File: src/logic/ssw_pkg.sv
/*
  shared names for the pilot sleep and wake link: message codes, timing figures
  and the cycle counts derived from them. assumes a single 125 MHz clock.
*/
`default_nettype none

package ssw_pkg;

  localparam int unsigned VAL_W   = 16;
  localparam int unsigned DUTY_W  = 7;
  localparam int unsigned OFS_W   = 32;
  localparam int unsigned WAIT_W  = 48;

  // clock and time figures in their own units
  localparam logic [63:0] CLK_HZ           = 64'h0000_0000_0773_5940;
  localparam logic [63:0] PWM_HZ           = 64'h0000_0000_0000_03E8;
  localparam logic [63:0] DUTY_PCT         = 64'h0000_0000_0000_0005;
  localparam logic [63:0] PCT_FULL         = 64'h0000_0000_0000_0064;
  localparam logic [63:0] MS_PER_S         = 64'h0000_0000_0000_03E8;
  localparam logic [63:0] TWAIT_BASE_MS    = 64'h0000_0000_0000_07D0;
  localparam logic [63:0] TWAIT_FACTOR_X10 = 64'h0000_0000_0000_000B;
  localparam logic [63:0] TEN              = 64'h0000_0000_0000_000A;
  localparam logic [63:0] TWAIT_SLEW_APS   = 64'h0000_0000_0000_0014;
  localparam logic [63:0] STEP_MS          = 64'h0000_0000_0000_0064;
  localparam logic [63:0] TOGGLE_HOLD_MS   = 64'h0000_0000_0000_000A;

  // derived cycle counts
  localparam int unsigned PWM_PERIOD_CYCLES = 32'(CLK_HZ / PWM_HZ);
  localparam int unsigned PWM_HIGH_CYCLES   = 32'(CLK_HZ / PWM_HZ * DUTY_PCT / PCT_FULL);
  localparam int unsigned TWAIT_BASE_CYCLES = 32'(CLK_HZ * TWAIT_BASE_MS / MS_PER_S);
  localparam int unsigned CYCLES_PER_AMP    = 32'(CLK_HZ * TWAIT_FACTOR_X10 / (TEN * TWAIT_SLEW_APS));
  localparam int unsigned STEP_CYCLES       = 32'(CLK_HZ * STEP_MS / MS_PER_S);
  localparam int unsigned TOGGLE_CYCLES     = 32'(CLK_HZ * TOGGLE_HOLD_MS / MS_PER_S);
  localparam logic [DUTY_W-1:0] DUTY_CODE   = DUTY_W'(DUTY_PCT);
  localparam logic [DUTY_W-1:0] DUTY_OFF    = 7'h00;

  typedef enum logic [2:0] {
    SSW_REQ_NONE,
    SSW_REQ_PARAM,
    SSW_REQ_CURRENT,
    SSW_REQ_POWER,
    SSW_REQ_STOP
  } ssw_req_t;

  typedef enum logic [2:0] {
    SSW_RSP_NONE,
    SSW_RSP_PARAM,
    SSW_RSP_CURRENT,
    SSW_RSP_POWER,
    SSW_RSP_STOP,
    SSW_RSP_FAILED
  } ssw_rsp_t;

endpackage

`default_nettype wire

File: src/logic/ssw_pilot_if.sv
/*
  one gun's link between charger and vehicle: message strobes, data link pause
  and the pilot line levels. the testbench ties both modports to one instance.
*/
`timescale 1ns/1ns
`default_nettype none

interface ssw_pilot_if;
  logic                        req_valid;
  ssw_pkg::ssw_req_t           req_code;
  logic                        req_arg;
  logic [ssw_pkg::VAL_W-1:0]   req_current;
  logic [ssw_pkg::VAL_W-1:0]   req_voltage;
  logic                        dlink_pause;
  logic                        pilot_c;
  logic                        rsp_valid;
  ssw_pkg::ssw_rsp_t           rsp_code;
  logic [ssw_pkg::VAL_W-1:0]   rsp_vmin;
  logic [ssw_pkg::VAL_W-1:0]   rsp_vmax;
  logic [ssw_pkg::VAL_W-1:0]   rsp_imin;
  logic [ssw_pkg::VAL_W-1:0]   rsp_imax;
  logic [ssw_pkg::VAL_W-1:0]   rsp_pmax;
  logic                        pwm_on;
  logic [ssw_pkg::DUTY_W-1:0]  pwm_duty;
  logic                        pilot_wave;

  modport charger (
    input  req_valid, req_code, req_arg, req_current, req_voltage, dlink_pause, pilot_c,
    output rsp_valid, rsp_code, rsp_vmin, rsp_vmax, rsp_imin, rsp_imax, rsp_pmax,
    output pwm_on, pwm_duty, pilot_wave
  );

  modport vehicle (
    output req_valid, req_code, req_arg, req_current, req_voltage, dlink_pause, pilot_c,
    input  rsp_valid, rsp_code, rsp_vmin, rsp_vmax, rsp_imin, rsp_imax, rsp_pmax,
    input  pwm_on, pwm_duty, pilot_wave
  );
endinterface

`default_nettype wire

File: src/logic/ssw_charger_end.sv
/*
  charger end: two gun controllers, each answering its vehicle, sleeping with the
  pilot held high and waking on a full B1-C1-B1 toggle with 5 percent pwm.
  assumes the pilot state from the vehicle is asynchronous to clk_in.
*/
//Contract
//RULE_01: report limits before the sequence starts
//RULE_02: vehicle sends current demand every step
//RULE_03: vehicle requests max current, min voltage
//RULE_04: vehicle waits settle time before stopping
//RULE_05: vehicle stops power, awaits response
//RULE_06: vehicle then stops session with pause
//RULE_07: link pause only after stop response
//RULE_08: sleep: oscillator off, pilot held high
//RULE_09: vehicle wakes with one B1-C1-B1 toggle
//RULE_10: on wake, pwm restarts at five percent
//RULE_11: two guns run independently with offset
//RULE_12: incomplete toggles ignored while asleep
`timescale 1ns/1ns
`default_nettype none

module ssw_charger_gun #(
  parameter int unsigned PWM_PERIOD = ssw_pkg::PWM_PERIOD_CYCLES,
  parameter int unsigned PWM_HIGH   = ssw_pkg::PWM_HIGH_CYCLES
) (
  input  wire logic                      clk_in,
  input  wire logic                      rst_in,
  input  wire logic                      enable_in,
  input  wire logic [ssw_pkg::VAL_W-1:0] vmin_in,
  input  wire logic [ssw_pkg::VAL_W-1:0] vmax_in,
  input  wire logic [ssw_pkg::VAL_W-1:0] imin_in,
  input  wire logic [ssw_pkg::VAL_W-1:0] imax_in,
  input  wire logic [ssw_pkg::VAL_W-1:0] pmax_in,
  ssw_pilot_if.charger                   link,
  output logic                           asleep_out,
  output logic                           woken_out,
  output logic [ssw_pkg::VAL_W-1:0]      target_current_out,
  output logic [ssw_pkg::VAL_W-1:0]      target_voltage_out
);
  localparam int unsigned CW = $clog2(PWM_PERIOD);

  typedef enum {C_IDLE, C_CHARGE, C_STOPPED, C_PAUSED, C_SLEEP, C_SLEEP_C} ssw_cstate_t;

  ssw_cstate_t       state;
  ssw_cstate_t       next_state;
  ssw_pkg::ssw_rsp_t next_rsp;
  logic              reported;
  logic              next_reported;
  logic              pilot_meta;
  logic              pilot_sync;
  logic [CW-1:0]     cnt;

  wire req       = link.req_valid;
  wire is_param  = req && (link.req_code == ssw_pkg::SSW_REQ_PARAM);
  wire is_cur    = req && (link.req_code == ssw_pkg::SSW_REQ_CURRENT);
  wire is_power  = req && (link.req_code == ssw_pkg::SSW_REQ_POWER);
  wire is_stop   = req && (link.req_code == ssw_pkg::SSW_REQ_STOP);
  wire next_osc  = (next_state != C_SLEEP) && (next_state != C_SLEEP_C);
  wire cnt_wrap  = (cnt == CW'(PWM_PERIOD - 1));
  // wake restarts the period so the first pulse is full length
  wire [CW-1:0] next_cnt = (!next_osc || !link.pwm_on || cnt_wrap) ? '0 : cnt + 1'b1;

  always_comb
  begin
    next_state    = state;
    next_rsp      = req ? ssw_pkg::SSW_RSP_FAILED : ssw_pkg::SSW_RSP_NONE;
    next_reported = reported;
    if (enable_in)
    begin
      unique case (state)
        C_IDLE:
          // RULE_01 limits first
          if (is_param)
          begin
            next_rsp      = ssw_pkg::SSW_RSP_PARAM;
            next_reported = 1'b1;
          end
          else if (is_cur && reported)
          begin
            next_rsp   = ssw_pkg::SSW_RSP_CURRENT;
            next_state = C_CHARGE;
          end
        C_CHARGE:
          if (is_cur)
            next_rsp = ssw_pkg::SSW_RSP_CURRENT;
          else if (is_power)
          begin
            next_rsp = ssw_pkg::SSW_RSP_POWER;
            if (link.req_arg)
              next_state = C_STOPPED;
          end
        C_STOPPED:
          if (is_stop)
          begin
            next_rsp   = ssw_pkg::SSW_RSP_STOP;
            next_state = link.req_arg ? C_PAUSED : C_IDLE;
            next_reported = link.req_arg;
          end
        C_PAUSED:
          // RULE_08 enter sleep
          if (link.dlink_pause)
            next_state = C_SLEEP;
        // RULE_12 half toggle keeps sleep
        C_SLEEP:
          if (pilot_sync)
            next_state = C_SLEEP_C;
        C_SLEEP_C:
          // RULE_10 wake on return to B1
          if (!pilot_sync)
          begin
            next_state    = C_IDLE;
            next_reported = 1'b0;
          end
      endcase
    end
  end

  always_ff @(posedge clk_in)
  begin
    pilot_meta <= link.pilot_c;
    pilot_sync <= pilot_meta;
    if (rst_in)
    begin
      state              <= C_IDLE;
      reported           <= 1'b0;
      cnt                <= '0;
      link.rsp_valid     <= 1'b0;
      link.rsp_code      <= ssw_pkg::SSW_RSP_NONE;
      link.pwm_on        <= 1'b1;
      link.pwm_duty      <= ssw_pkg::DUTY_CODE;
      link.pilot_wave    <= 1'b1;
      asleep_out         <= 1'b0;
      woken_out          <= 1'b0;
      target_current_out <= '0;
      target_voltage_out <= '0;
    end
    else
    begin
      state           <= next_state;
      reported        <= next_reported;
      cnt             <= next_cnt;
      link.rsp_valid  <= (next_rsp != ssw_pkg::SSW_RSP_NONE);
      link.rsp_code   <= next_rsp;
      // RULE_08 oscillator off, level high
      link.pwm_on     <= next_osc;
      // RULE_10 five percent duty
      link.pwm_duty   <= next_osc ? ssw_pkg::DUTY_CODE : ssw_pkg::DUTY_OFF;
      link.pilot_wave <= !next_osc || (next_cnt < CW'(PWM_HIGH));
      asleep_out      <= !next_osc;
      woken_out       <= (state == C_SLEEP_C) && (next_state == C_IDLE);
      if (next_rsp == ssw_pkg::SSW_RSP_CURRENT)
      begin
        target_current_out <= link.req_current;
        target_voltage_out <= link.req_voltage;
      end
    end
  end

  // limits are static inputs, shown whenever a response is read
  assign link.rsp_vmin = vmin_in;
  assign link.rsp_vmax = vmax_in;
  assign link.rsp_imin = imin_in;
  assign link.rsp_imax = imax_in;
  assign link.rsp_pmax = pmax_in;

endmodule

module ssw_charger_end #(
  parameter int unsigned PWM_PERIOD = ssw_pkg::PWM_PERIOD_CYCLES,
  parameter int unsigned PWM_HIGH   = ssw_pkg::PWM_HIGH_CYCLES
) (
  input  wire logic                        clk_in,
  input  wire logic                        rst_in,
  input  wire logic                        start_in,
  input  wire logic [ssw_pkg::OFS_W-1:0]   gun_offset_in,
  input  wire logic [ssw_pkg::VAL_W-1:0]   vmin_in,
  input  wire logic [ssw_pkg::VAL_W-1:0]   vmax_in,
  input  wire logic [ssw_pkg::VAL_W-1:0]   imin_in,
  input  wire logic [ssw_pkg::VAL_W-1:0]   imax_in,
  input  wire logic [ssw_pkg::VAL_W-1:0]   pmax_in,
  ssw_pilot_if.charger                     gun0,
  ssw_pilot_if.charger                     gun1,
  output logic [1:0]                       asleep_out,
  output logic [1:0]                       woken_out,
  output logic [1:0]                       enabled_out,
  output logic [1:0][ssw_pkg::VAL_W-1:0]   target_current_out,
  output logic [1:0][ssw_pkg::VAL_W-1:0]   target_voltage_out
);
  logic [ssw_pkg::OFS_W-1:0] ofs_cnt;
  logic                      counting;

  wire ofs_hit = counting && (ofs_cnt >= gun_offset_in);

  // RULE_11 second gun after offset
  always_ff @(posedge clk_in)
  begin
    if (rst_in)
    begin
      ofs_cnt     <= '0;
      counting    <= 1'b0;
      enabled_out <= 2'h0;
    end
    else
    begin
      ofs_cnt     <= start_in ? '0 : ofs_cnt + ssw_pkg::OFS_W'(counting);
      counting    <= start_in || (counting && !ofs_hit);
      enabled_out <= {enabled_out[1] || ofs_hit, enabled_out[0] || start_in};
    end
  end

  ssw_charger_gun #(.PWM_PERIOD(PWM_PERIOD), .PWM_HIGH(PWM_HIGH)) u_gun0 (
    .clk_in             (clk_in),
    .rst_in             (rst_in),
    .enable_in          (enabled_out[0]),
    .vmin_in            (vmin_in),
    .vmax_in            (vmax_in),
    .imin_in            (imin_in),
    .imax_in            (imax_in),
    .pmax_in            (pmax_in),
    .link               (gun0),
    .asleep_out         (asleep_out[0]),
    .woken_out          (woken_out[0]),
    .target_current_out (target_current_out[0]),
    .target_voltage_out (target_voltage_out[0])
  );

  ssw_charger_gun #(.PWM_PERIOD(PWM_PERIOD), .PWM_HIGH(PWM_HIGH)) u_gun1 (
    .clk_in             (clk_in),
    .rst_in             (rst_in),
    .enable_in          (enabled_out[1]),
    .vmin_in            (vmin_in),
    .vmax_in            (vmax_in),
    .imin_in            (imin_in),
    .imax_in            (imax_in),
    .pmax_in            (pmax_in),
    .link               (gun1),
    .asleep_out         (asleep_out[1]),
    .woken_out          (woken_out[1]),
    .target_current_out (target_current_out[1]),
    .target_voltage_out (target_voltage_out[1])
  );

endmodule

`default_nettype wire

File: src/flat_wrapper.sv
// flat-port wrapper written by rule: the top's interface ports become plain ports
module ssw_charger_end_flat 
#(
  parameter int unsigned PWM_PERIOD = ssw_pkg::PWM_PERIOD_CYCLES,
  parameter int unsigned PWM_HIGH   = ssw_pkg::PWM_HIGH_CYCLES
)
  (clk_in, rst_in, start_in, gun_offset_in, vmin_in, vmax_in, imin_in, imax_in, pmax_in, asleep_out, woken_out, enabled_out, target_current_out, target_voltage_out, gun0_req_valid, gun0_req_code, gun0_req_arg, gun0_req_current, gun0_req_voltage, gun0_dlink_pause, gun0_pilot_c, gun0_rsp_valid, gun0_rsp_code, gun0_rsp_vmin, gun0_rsp_vmax, gun0_rsp_imin, gun0_rsp_imax, gun0_rsp_pmax, gun0_pwm_on, gun0_pwm_duty, gun0_pilot_wave, gun1_req_valid, gun1_req_code, gun1_req_arg, gun1_req_current, gun1_req_voltage, gun1_dlink_pause, gun1_pilot_c, gun1_rsp_valid, gun1_rsp_code, gun1_rsp_vmin, gun1_rsp_vmax, gun1_rsp_imin, gun1_rsp_imax, gun1_rsp_pmax, gun1_pwm_on, gun1_pwm_duty, gun1_pilot_wave);
  ssw_pilot_if gun0_i ();
  ssw_pilot_if gun1_i ();
  input  wire logic clk_in;
  input  wire logic rst_in;
  input  wire logic start_in;
  input  wire logic [ssw_pkg::OFS_W-1:0] gun_offset_in;
  input  wire logic [ssw_pkg::VAL_W-1:0] vmin_in;
  input  wire logic [ssw_pkg::VAL_W-1:0] vmax_in;
  input  wire logic [ssw_pkg::VAL_W-1:0] imin_in;
  input  wire logic [ssw_pkg::VAL_W-1:0] imax_in;
  input  wire logic [ssw_pkg::VAL_W-1:0] pmax_in;
  output logic [1:0] asleep_out;
  output logic [1:0] woken_out;
  output logic [1:0] enabled_out;
  output logic [1:0][ssw_pkg::VAL_W-1:0] target_current_out;
  output logic [1:0][ssw_pkg::VAL_W-1:0] target_voltage_out;
  input wire logic [$bits(gun0_i.req_valid)-1:0] gun0_req_valid;
  input wire logic [$bits(gun0_i.req_code)-1:0] gun0_req_code;
  input wire logic [$bits(gun0_i.req_arg)-1:0] gun0_req_arg;
  input wire logic [$bits(gun0_i.req_current)-1:0] gun0_req_current;
  input wire logic [$bits(gun0_i.req_voltage)-1:0] gun0_req_voltage;
  input wire logic [$bits(gun0_i.dlink_pause)-1:0] gun0_dlink_pause;
  input wire logic [$bits(gun0_i.pilot_c)-1:0] gun0_pilot_c;
  output wire logic [$bits(gun0_i.rsp_valid)-1:0] gun0_rsp_valid;
  output wire logic [$bits(gun0_i.rsp_code)-1:0] gun0_rsp_code;
  output wire logic [$bits(gun0_i.rsp_vmin)-1:0] gun0_rsp_vmin;
  output wire logic [$bits(gun0_i.rsp_vmax)-1:0] gun0_rsp_vmax;
  output wire logic [$bits(gun0_i.rsp_imin)-1:0] gun0_rsp_imin;
  output wire logic [$bits(gun0_i.rsp_imax)-1:0] gun0_rsp_imax;
  output wire logic [$bits(gun0_i.rsp_pmax)-1:0] gun0_rsp_pmax;
  output wire logic [$bits(gun0_i.pwm_on)-1:0] gun0_pwm_on;
  output wire logic [$bits(gun0_i.pwm_duty)-1:0] gun0_pwm_duty;
  output wire logic [$bits(gun0_i.pilot_wave)-1:0] gun0_pilot_wave;
  input wire logic [$bits(gun1_i.req_valid)-1:0] gun1_req_valid;
  input wire logic [$bits(gun1_i.req_code)-1:0] gun1_req_code;
  input wire logic [$bits(gun1_i.req_arg)-1:0] gun1_req_arg;
  input wire logic [$bits(gun1_i.req_current)-1:0] gun1_req_current;
  input wire logic [$bits(gun1_i.req_voltage)-1:0] gun1_req_voltage;
  input wire logic [$bits(gun1_i.dlink_pause)-1:0] gun1_dlink_pause;
  input wire logic [$bits(gun1_i.pilot_c)-1:0] gun1_pilot_c;
  output wire logic [$bits(gun1_i.rsp_valid)-1:0] gun1_rsp_valid;
  output wire logic [$bits(gun1_i.rsp_code)-1:0] gun1_rsp_code;
  output wire logic [$bits(gun1_i.rsp_vmin)-1:0] gun1_rsp_vmin;
  output wire logic [$bits(gun1_i.rsp_vmax)-1:0] gun1_rsp_vmax;
  output wire logic [$bits(gun1_i.rsp_imin)-1:0] gun1_rsp_imin;
  output wire logic [$bits(gun1_i.rsp_imax)-1:0] gun1_rsp_imax;
  output wire logic [$bits(gun1_i.rsp_pmax)-1:0] gun1_rsp_pmax;
  output wire logic [$bits(gun1_i.pwm_on)-1:0] gun1_pwm_on;
  output wire logic [$bits(gun1_i.pwm_duty)-1:0] gun1_pwm_duty;
  output wire logic [$bits(gun1_i.pilot_wave)-1:0] gun1_pilot_wave;
  assign gun0_i.req_valid = gun0_req_valid;
  assign gun0_i.req_code = gun0_req_code;
  assign gun0_i.req_arg = gun0_req_arg;
  assign gun0_i.req_current = gun0_req_current;
  assign gun0_i.req_voltage = gun0_req_voltage;
  assign gun0_i.dlink_pause = gun0_dlink_pause;
  assign gun0_i.pilot_c = gun0_pilot_c;
  assign gun0_rsp_valid = gun0_i.rsp_valid;
  assign gun0_rsp_code = gun0_i.rsp_code;
  assign gun0_rsp_vmin = gun0_i.rsp_vmin;
  assign gun0_rsp_vmax = gun0_i.rsp_vmax;
  assign gun0_rsp_imin = gun0_i.rsp_imin;
  assign gun0_rsp_imax = gun0_i.rsp_imax;
  assign gun0_rsp_pmax = gun0_i.rsp_pmax;
  assign gun0_pwm_on = gun0_i.pwm_on;
  assign gun0_pwm_duty = gun0_i.pwm_duty;
  assign gun0_pilot_wave = gun0_i.pilot_wave;
  assign gun1_i.req_valid = gun1_req_valid;
  assign gun1_i.req_code = gun1_req_code;
  assign gun1_i.req_arg = gun1_req_arg;
  assign gun1_i.req_current = gun1_req_current;
  assign gun1_i.req_voltage = gun1_req_voltage;
  assign gun1_i.dlink_pause = gun1_dlink_pause;
  assign gun1_i.pilot_c = gun1_pilot_c;
  assign gun1_rsp_valid = gun1_i.rsp_valid;
  assign gun1_rsp_code = gun1_i.rsp_code;
  assign gun1_rsp_vmin = gun1_i.rsp_vmin;
  assign gun1_rsp_vmax = gun1_i.rsp_vmax;
  assign gun1_rsp_imin = gun1_i.rsp_imin;
  assign gun1_rsp_imax = gun1_i.rsp_imax;
  assign gun1_rsp_pmax = gun1_i.rsp_pmax;
  assign gun1_pwm_on = gun1_i.pwm_on;
  assign gun1_pwm_duty = gun1_i.pwm_duty;
  assign gun1_pilot_wave = gun1_i.pilot_wave;
  ssw_charger_end #(.PWM_PERIOD(PWM_PERIOD), .PWM_HIGH(PWM_HIGH)) u_core (.clk_in(clk_in), .rst_in(rst_in), .start_in(start_in), .gun_offset_in(gun_offset_in), .vmin_in(vmin_in), .vmax_in(vmax_in), .imin_in(imin_in), .imax_in(imax_in), .pmax_in(pmax_in), .gun0(gun0_i), .gun1(gun1_i), .asleep_out(asleep_out), .woken_out(woken_out), .enabled_out(enabled_out), .target_current_out(target_current_out), .target_voltage_out(target_voltage_out));
endmodule
File: config.mk
export PLATFORM = sky130hd
export DESIGN_NAME = ssw_charger_end_flat
export DESIGN_NICKNAME = d
export VERILOG_FILES = /design/src/logic/ssw_pkg.sv /design/src/logic/ssw_pilot_if.sv /design/src/logic/ssw_charger_end.sv /design/src/flat_wrapper.sv
export SDC_FILE = /design/constraint.sdc
export NUM_CORES = 1
export LEC_CHECK = 0
export BUFFER_PORTS_ARGS = -buffer_cell sky130_fd_sc_hd__buf_2
export CORE_ASPECT_RATIO = 0.8
export CORE_MARGIN = 5
export CORE_UTILIZATION = 40
export DETAILED_ROUTE_END_ITERATION = 8
export GPL_TIMING_DRIVEN = 0
export PLACE_DENSITY = 0.78
export SYNTH_ARGS = -nofsm -noshare
export SYNTH_HDL_FRONTEND = slang
export SYNTH_SLANG_ARGS = --single-unit
File: constraint.sdc
create_clock -name clk_in -period 2.6 [get_ports clk_in]
set_clock_uncertainty 0.1 [all_clocks]
set_input_delay 0.13 -clock clk_in [delete_from_list [all_inputs] [get_ports clk_in]]
set_output_delay 0.13 -clock clk_in [all_outputs]
set_load 0.005 [all_outputs]
Yosys cells after proc, flatten, opt, wreduce, memory -nomap -nowiden:

Cells that the tools add are included.

* input port bits: 193
* output and inout port bits: 256
* bits in registers: 233

* $lt $le $gt $ge: 3
* multiplexer cells: 52
* reductions and logical operators: 41
* add/sub/neg operators: 3
* equality and inequality tests: 34

Operator list (number)
* $mux W32: 20
* $pmux W32 S6: 2
* $eq A32 B2 Y1 const B: 4
* $eq A32 B3 Y1 const B: 4
* $logic_not A32 Y1: 4
* $ne A32 B4 Y1 const B: 4
* $eq A32 B1 Y1 const B: 2
* $eq A32 B4 Y1 const B: 2
* $mux W3: 16
* $add A17 B1 Y17 const B: 2
* $eq A17 B17 Y1 const B: 2
* $lt A17 B13 Y1 const B: 2
* $mux W17: 2
* $add A32 B1 Y32: 1
* $ge A32 B32 Y1: 1
* $eq A3 B2 Y1 const B: 6
* $pmux W3 S3: 2
* $logic_and A1 B1 Y1: 16
* $ne A2 B2 Y1 const B: 6
* $reduce_bool A3 Y1: 4
* $reduce_and A5 Y1: 2
* $logic_or A1 B1 Y1: 9
* $eq A3 B1 Y1 const B: 2
* $eq A3 B3 Y1 const B: 2
* other kinds (5): 16

Depth between registers and ports, before layout:

Gate-level depths: netlist of run 1.

* depth after elaboration: 15
* gate-level depth with buffers: 9

By module:

A second synthesis of run 1 with hierarchy kept.

* cell total of the unflattened synthesis: 1317
* area total of the unflattened synthesis: 11586.1 um^2

Modules (own cells, without submodules)
* ssw_charger_gun at u_core.u_gun0: cells each 544, instances 1, sequential area each 1841.8 um^2, area an instance 4709.5 um^2
* ssw_charger_gun at u_core.u_gun1: cells each 488, instances 1, sequential area each 1841.8 um^2, area an instance 4565.6 um^2
* ssw_charger_end: cells each 285, instances 1, sequential area each 700.7 um^2, area an instance 2311.0 um^2

Worst setup path before layout of run 1:

Ideal clock, no wire load.

* path type: reg-to-reg
* from: register u_core.u_gun1.state[8]
* to: register u_core.u_gun1.cnt[10]
* path buffers: 1
* clock period less this slack: 2.258 ns
* arrival: 2.026 ns
* required time: 2.368 ns
* stages on the path, launching flop included: 8
* slack: 0.342 ns
* path through: dfxtp_1 > nor4_2 > nand3_1 > o32a_1 > a31o_1 > a211oi_4 > buf_6 > nor3_1

* cells in the longest elaborated chain, start to end: 11
* elaborated cells between the ends (all ways): 24
* classes of those cells: eq/ne (7); mux (12); reduce/logical (5)

RTL lines
* start: declaration: line ssw_charger_end.sv:44 `ssw_cstate_t state;`
* start signal: assignment: line ssw_charger_end.sv:139 `state <= next_state;`
* $mux W32: line ssw_charger_end.sv:89 `if (link.req_arg)`
* $mux W32: line ssw_charger_end.sv:86 `else if (is_power)`
* $mux W32: line ssw_charger_end.sv:84 `if (is_cur)`
* $pmux W32 S6: line ssw_charger_end.sv:70 `unique case (state)`
* $mux W32 *: line ssw_charger_end.sv:68 `if (enable_in)`
* $ne A32 B4 Y1: line ssw_charger_end.sv:58 `wire next_osc = (next_state != C_SLEEP) && (next_state != C_SLEEP_C);`
* $logic_and A1 B1 Y1 *: line ssw_charger_end.sv:58
* $logic_not A1 Y1 *: line ssw_charger_end.sv:61 `wire [CW-1:0] next_cnt = (!next_osc || !link.pwm_on || cnt_wrap) ? '0 : cnt + 1'b1;`
* $logic_or A1 B1 Y1 * (2 in a row): line ssw_charger_end.sv:61
* $mux W17 *: line ssw_charger_end.sv:61
* end signal: assignment: line ssw_charger_end.sv:141 `cnt <= next_cnt;`
* end: declaration: line ssw_charger_end.sv:51 `logic [CW-1:0] cnt;`

Mark *: on every way between the ends. The rest lies on a longest branch, timed or not.
A chain may end at the register's enable or synchronous reset.

Worst setup path in the final report of run 1:

* from: register u_core.u_gun1.state[25]
* to: register u_core.u_gun1.link.pilot_wave

* cells in the longest elaborated chain, start to end: 13
* elaborated cells between the ends (all ways): 26
* classes of those cells: order compare (1); eq/ne (7); mux (12); reduce/logical (6)

RTL lines
* $mux W32: line ssw_charger_end.sv:89
* $mux W32: line ssw_charger_end.sv:86
* $mux W32: line ssw_charger_end.sv:84
* $pmux W32 S6: line ssw_charger_end.sv:70
* $mux W32 *: line ssw_charger_end.sv:68
* $ne A32 B4 Y1: line ssw_charger_end.sv:58
* $logic_and A1 B1 Y1 *: line ssw_charger_end.sv:58
* $logic_not A1 Y1 *: line ssw_charger_end.sv:61, ssw_charger_end.sv:148
* $logic_or A1 B1 Y1 (2 in a row): line ssw_charger_end.sv:61
* $mux W17: line ssw_charger_end.sv:61
* $lt A17 B13 Y1: line ssw_charger_end.sv:148 `link.pilot_wave <= !next_osc || (next_cnt < CW'(PWM_HIGH));`
* $logic_or A1 B1 Y1 *: line ssw_charger_end.sv:148
* end signal: assignment: line ssw_charger_end.sv:148
* end: declaration: line ssw_pilot_if.sv:30 `output pwm_on, pwm_duty, pilot_wave`

Marks and branches as above.

==> impl_results.md, run 1 <==
- Outcome: finished clean
- CTS buffer count: 23
- Synth cell types: 74
- Synth Flop Type: dfxtp_1
- Clk sink count: 219
- Worst Path Max Fanout: 8
- # DRC: 0
- Total number of vias: 10400
- Final setup fails: 0
- H-tree levels: 1
- Number of routed nets with antenna violations: 0
- Vias in the first global route: 10200
- Overall Power: 7.69 mW
- Crit Path Category: reg2reg
- Switching pwr: 1.73 mW
- DP HPWL: 25.4 mm
- Die span in x: 197 um
- Clk pwr share: 45.0%
- Share of cells above drive strength 1: 35.9%
- Die area: 31300 um2
- Syn Area/Cell: 8.61 um2
- Final wirelength: 33.7 mm
- Fin crit period: 2530 ps
- Required time worst endpoint: 2880 ps
- Initial Util: 40.7%
- Slew @ Worst Pin: 850 ps
- Number of fill cells: 2432
- Reg power frac: 44.2%
- Final worst-path cycle share: 97.4%
- Max VDD drop: 408 uV
- Power Density: 506 nW/um2
- Hold Path Class: in2reg
- Initial DRC Count: 709
- CTS max path bufs: 3
- Largest net degree at the start of global routing: 15
- Post-synthesis sequential area ratio: 39.3%
- Pint: 5.96 mW
- WL per Instance: 15.7 um
- DIE HEIGHT: 159 um
- Most frequent cells in the layout: 363 x buf_2, 219 x dfxtp_1, 188 x buf_4
- Arrival time worst endpoint: 2810 ps
- Final Hold Fails: 0
- Mapped Cells: 1295
- Max-cap violation count: 0
- Gr usage total: 20.0%
- Global-route wire length before repair: 52.8 mm
- Placer Congestion: 0.927
- Setup crit start kind: flop
- Clock-pin slew on the worst setup and hold paths: 60 ps
- Yosys reg bits: 219
- Area growth, synth to finish: 36.4%
- Commonest non-fill, non-tap cell in the layout: buf_2
- TritonRoute pass-1 iters: 5
- Fmax: 395 MHz
- I/O Buffers: 358
- Fin nets: 1994
- Post-synth EDFFs: 0
- YS warnings: 0
- Setup tns final: 0 ps
- Pins Over Slew Limit: 0
- LEAKAGE: 7.27 nW
- TritonCTS clock tree: built
- # IOs: 449
- Clock Latency Late Sink: 500 ps
- Slew headroom: 43.3%
- Critical path endpoint category: flop
- Sw frac: 22.5%
- Mapped Area: 11100 um2
- Global route overflow: 0
- Vias per cell: 4.86
- Asr flop ratio synth: 0%
- CTS Root Cell: clkbuf_16
- Rows: 54
- Core area: 27400 um2
- Initial antenna violation count: 2
- Combinational share of power: 10.8%
## path summary, 6_finish.rpt
| path | startpoint | slack (ps) | to | cells after the start |
|---|---|---|---|---|
| min | gun1_req_code[0] | 30 | u_core.u_gun1.link.rsp_code[0]$_SDFF_PP0_ | 3 |
| max reg2reg | u_core.u_gun1.state[25]$_SDFF_PP0_ | 70 | u_core.u_gun1.link.pilot_wave$_SDFF_PP1_ | 8 |
| max | u_core.u_gun1.state[25]$_SDFF_PP0_ | 70 | u_core.u_gun1.link.pilot_wave$_SDFF_PP1_ | 8 |
| min reg2reg | u_core.u_gun1.pilot_meta$_DFF_P_ | 240 | u_core.u_gun1.pilot_sync$_DFF_P_ | 0 |
## state kept, by name, summed over array words and instances (netlist names), 2 cells and up
register / cells
u_core.ofs_cnt: 32
u_core.u_gun0.state: 32
u_core.u_gun1.state: 32
u_core.u_gun0.cnt: 17
u_core.u_gun1.cnt: 17
u_core.u_gun0.target_current_out: 16
u_core.u_gun0.target_voltage_out: 16
u_core.u_gun1.target_current_out: 16
u_core.u_gun1.target_voltage_out: 16
u_core.u_gun0.link.rsp_code: 3
u_core.u_gun1.link.rsp_code: 3
u_core.enabled_out: 2
## power groups by stage
stage	registers [mW]	clock network, mW	logic (mW)
2_1_floorplan	3.47	0	0.404
3_3_place_gp	3.47	0	0.705
3_5_place_dp	3.47	0	0.718
4_1_cts	3.40	3.54	0.822
5_1_grt	3.40	3.67	0.902
6_report	3.40	3.46	0.833
## layer usage
layer  vias up  track usage [%]  routed length [um]
li1       5153                -                   -
met1      4854             26.4               14200
met2       358             33.9               16200
met3        66             3.96                2510
met4         2             4.91                 762
met5         -                0                  10
## metrics by stage
step / util, % / area (um2) / worst slack, ps / hold WS [ps] / instances
floorplan: - / 11200 / 342 / 57.7 / 1304
global placement: 49.1 / 13400 / -354 / 136 / 2026
detailed placement: 49.1 / 13400 / -246 / 145 / 2026
CTS: 54.9 / 15000 / 8.80 / 15.4 / 2141
global route: 55.6 / 15200 / -37.0 / 19.3 / 2146
finish: 55.6 / 15200 / 67.8 / 34.4 / 2146
## synth_stat cells (all sizes together) (3+ instances only)
library cell,number,area share [%]
clkbuf,44,1.5
nand2,116,3.9
nand3,33,1.5
a211oi,5,0.45
and2,62,3.5
a21oi,63,2.8
nor4,26,2.0
o21ai,25,1.1
a21o,9,0.61
a31oi,7,0.39
or3,11,0.62
nand4b,4,0.31
buf,190,13
o21a,4,0.27
and4,10,0.79
nand3b,8,0.54
ha,36,4.0
nor2,121,4.1
xor2,36,2.8
inv,49,1.6
and3,13,0.73
o31ai,5,0.46
nand2b,8,0.45
a32oi,3,0.24
nand4,25,1.5
dfxtp,219,39
a311oi,3,0.24
a41oi,4,0.31
mux2i,35,3.1
o211ai,4,0.27
nor3b,6,0.40
or2,6,0.34
nor2b,11,0.62
xnor2,23,1.8
a22oi,4,0.27
nor3,31,1.4
## final cells by class
class | instances | area [um2] | area share (%)
multi-input cells | 802 | 5220 | 34.3
flip-flops and latches | 219 | 4380 | 28.8
repair buffers | 439 | 2590 | 17.1
plain buffers | 231 | 1570 | 10.3
clock buffers | 30 | 662 | 4.35
well taps | 364 | 455 | 2.99
inverters | 49 | 184 | 1.21
clock inverters | 11 | 144 | 0.946
diodes | 1 | 2.50 | 0.0164
## critical path, stage by stage (launching register included)
cell and delay, ps:
dfxtp_1 320, nor4_2 400, nand4_4 260, nor4_4 280
buf_4 200, mux2i_2 330, a211oi_4 130, buf_12 160
a211o_1 230
## kinds of logic after synthesis
logic type	share of synthesized area [%]
simple gates	23.4
buf+inv	15.7
flops	39.3
compound gates	9.65
xor+xnor	4.63
fa+ha+maj	4.04
mux	3.14
other cells	0.0336
## timing repair
item | in CTS | in global routing
pin swaps | 2 | 5
setup buffers | 1 | 7
endpoints found under the setup margin | 76 | 120
gates resized for setup | 10 | 28
hold endpoints to repair | 76 | 0
hold buffers | 73 | 0
Note: power is estimated with default switching activity, not from simulation.
==> inputs of run 2 (changes only) <==
- clock period: 2.6 -> 2.8 ns (I/O delays scaled with it)
==> run 2 against run 1 <==
Against the previous run: sequential share of layout area grew 0.35 points; total power is 7.3% lower; combinational power decreased by 8.5%; maximum frequency fell by 3.1%; via count decreased by 0.48%; first-iteration DRC count is 10% lower; cell area is 1.2% lower; non-clock buffer count decreased by 6; core utilization fell by 0.67 points; critical path type unchanged.
==> impl_results.md, run 2 (synthesis results as in run 1) <==
- Clock-pin slew on the worst setup and hold paths: 60 ps
- WL met3: 2.51 mm
- Placed cell count: 2026
- Fin nets: 1988
- Area of the multi-input gates: 5100 um2
- Placer Congestion: 0.927
- Reg area: 4380 um2
- Clk sink count: 219
- Final wirelength: 33.4 mm
- Final std cells w/o fill: 2140
- Largest net degree at the start of global routing: 15
- Commonest non-fill, non-tap cell in the layout: buf_2
- Highest metal used: met5
- CTS Root Cell: clkbuf_16
- Fmax: 383 MHz
- Die area: 31300 um2
- Final worst-path cycle share: 93.3%
- Total number of vias: 10400
- Power Density: 474 nW/um2
- Fin crit period: 2610 ps
- Required time worst endpoint: 3050 ps
- # IOs: 449
- I/O Buffers: 358
- H-tree levels: 1
- Setup crit start kind: flop
- Worst Path Max Fanout: 10
- Slew @ Worst Pin: 859 ps
- Final core utilization: 54.9%
- Top Registers: u_core.ofs_cnt x32, u_core.u_gun0.state x32, u_core.u_gun1.state x32
- LEAKAGE: 7.15 nW
- WL met2: 15.9 mm
- DP HPWL: 25.4 mm
- Gr usage total: 20.0%
- Core area: 27400 um2
- Hold Path Class: in2reg
- Vias in the first global route: 10200
- Die span in x: 197 um
- Global route overflow: 0
- CTS buffer count: 23
- Max-cap violation count: 0
- Number of routed nets with antenna violations: 0
- Pins Over Slew Limit: 0
- Final setup fails: 0
- TritonCTS clock tree: built
- Unrepaired setup endpoints after global routing: no
- DIE HEIGHT: 159 um
- Initial antenna violation count: 2
- Final Hold Fails: 0
- Initial Util: 40.7%
- CTS max path bufs: 3
- # DRC: 0
- Initial DRC Count: 638
- Metal1 wirelength: 14.2 mm
- WL per Instance: 15.6 um
- Max VDD drop: 378 uV
- Rows: 54
- Share of cells above drive strength 1: 35.1%
- Slew headroom: 42.7%
- Arrival time worst endpoint: 2860 ps
- TritonRoute pass-1 iters: 5
- Clock Latency Late Sink: 500 ps
- Global-route wire length before repair: 52.6 mm
- Number of fill cells: 2448
- Most frequent cells in the layout: 364 x buf_2, 219 x dfxtp_1, 180 x buf_4
- Crit Path Category: reg2reg
- Vias per cell: 4.85
- Area growth, synth to finish: 34.8%
- Outcome: finished clean
- Critical path endpoint category: flop
## run 2: metal layers
layer  global-route usage [%]  vias up
li1                         -     5150
met1                     26.3     4779
met2                     33.8      388
met3                     3.89       64
met4                     4.85        2
met5                        0        -
## run 2: area by class of cell
class | count | share of cell area, %
Antenna cell | 1 | 0.0166
Tap cell | 364 | 3.03
Sequential cell | 219 | 29.2
Clock buffer | 30 | 4.40
Timing Repair Buffer | 430 | 16.8
Clock inverter | 11 | 0.957
Inverter | 49 | 1.22
Buffer | 234 | 10.5
Multi-Input combinational cell | 802 | 33.9
## run 2: final timing paths
kind,start,end,slack [ps],depth (start not counted)
max,u_core.u_gun0.state[3]$_SDFF_PP0_,u_core.u_gun0.target_current_out[8]$_SDFFE_PP0N_,190,8
min,gun0_req_code[2],u_core.u_gun0.link.rsp_code[2]$_SDFF_PP0_,40,4
max reg2reg,u_core.u_gun0.state[3]$_SDFF_PP0_,u_core.u_gun0.target_current_out[8]$_SDFFE_PP0N_,190,8
min reg2reg,u_core.u_gun1.pilot_meta$_DFF_P_,u_core.u_gun1.pilot_sync$_DFF_P_,240,0
## run 2: what timing repair did
item | in CTS | in global routing
setup buffers | 0 | 1
gates resized for setup | 0 | 18
hold buffers | 71 | 0
hold endpoints to repair | 75 | 0
endpoints found under the setup margin | 0 | 101
## run 2: worst max-delay path, cell delays in order (launching register included)
cell and delay [ps]:
dfxtp_1 310, nor4_1 380, and4_1 280, nand4_1 180
a2111o_1 470, clkbuf_1 190, buf_2 290, mux2i_1 210
nor2_1 60
## run 2: metrics by stage
step | setup slack [ps] | power [mW] | hold slack, ps | setup TNS, ps | cell area, um2
CTS | 22.8 | 7.19 | 5.90 | 0 | 14900
floorplan | 542 | 3.60 | 67.7 | 0 | 11200
global route | 9.34 | 7.39 | 29.3 | 0 | 15000
detailed placement | -56.1 | 3.89 | 155 | -81.7 | 13400
finish | 187 | 7.13 | 35.6 | 0 | 15000
global placement | -164 | 3.88 | 146 | -987 | 13400
## run 2: power by group
group          switching, mW  internal [mW]
Combinational          0.319          0.443
Sequential            0.0163           3.14
Clock                   1.26           1.94
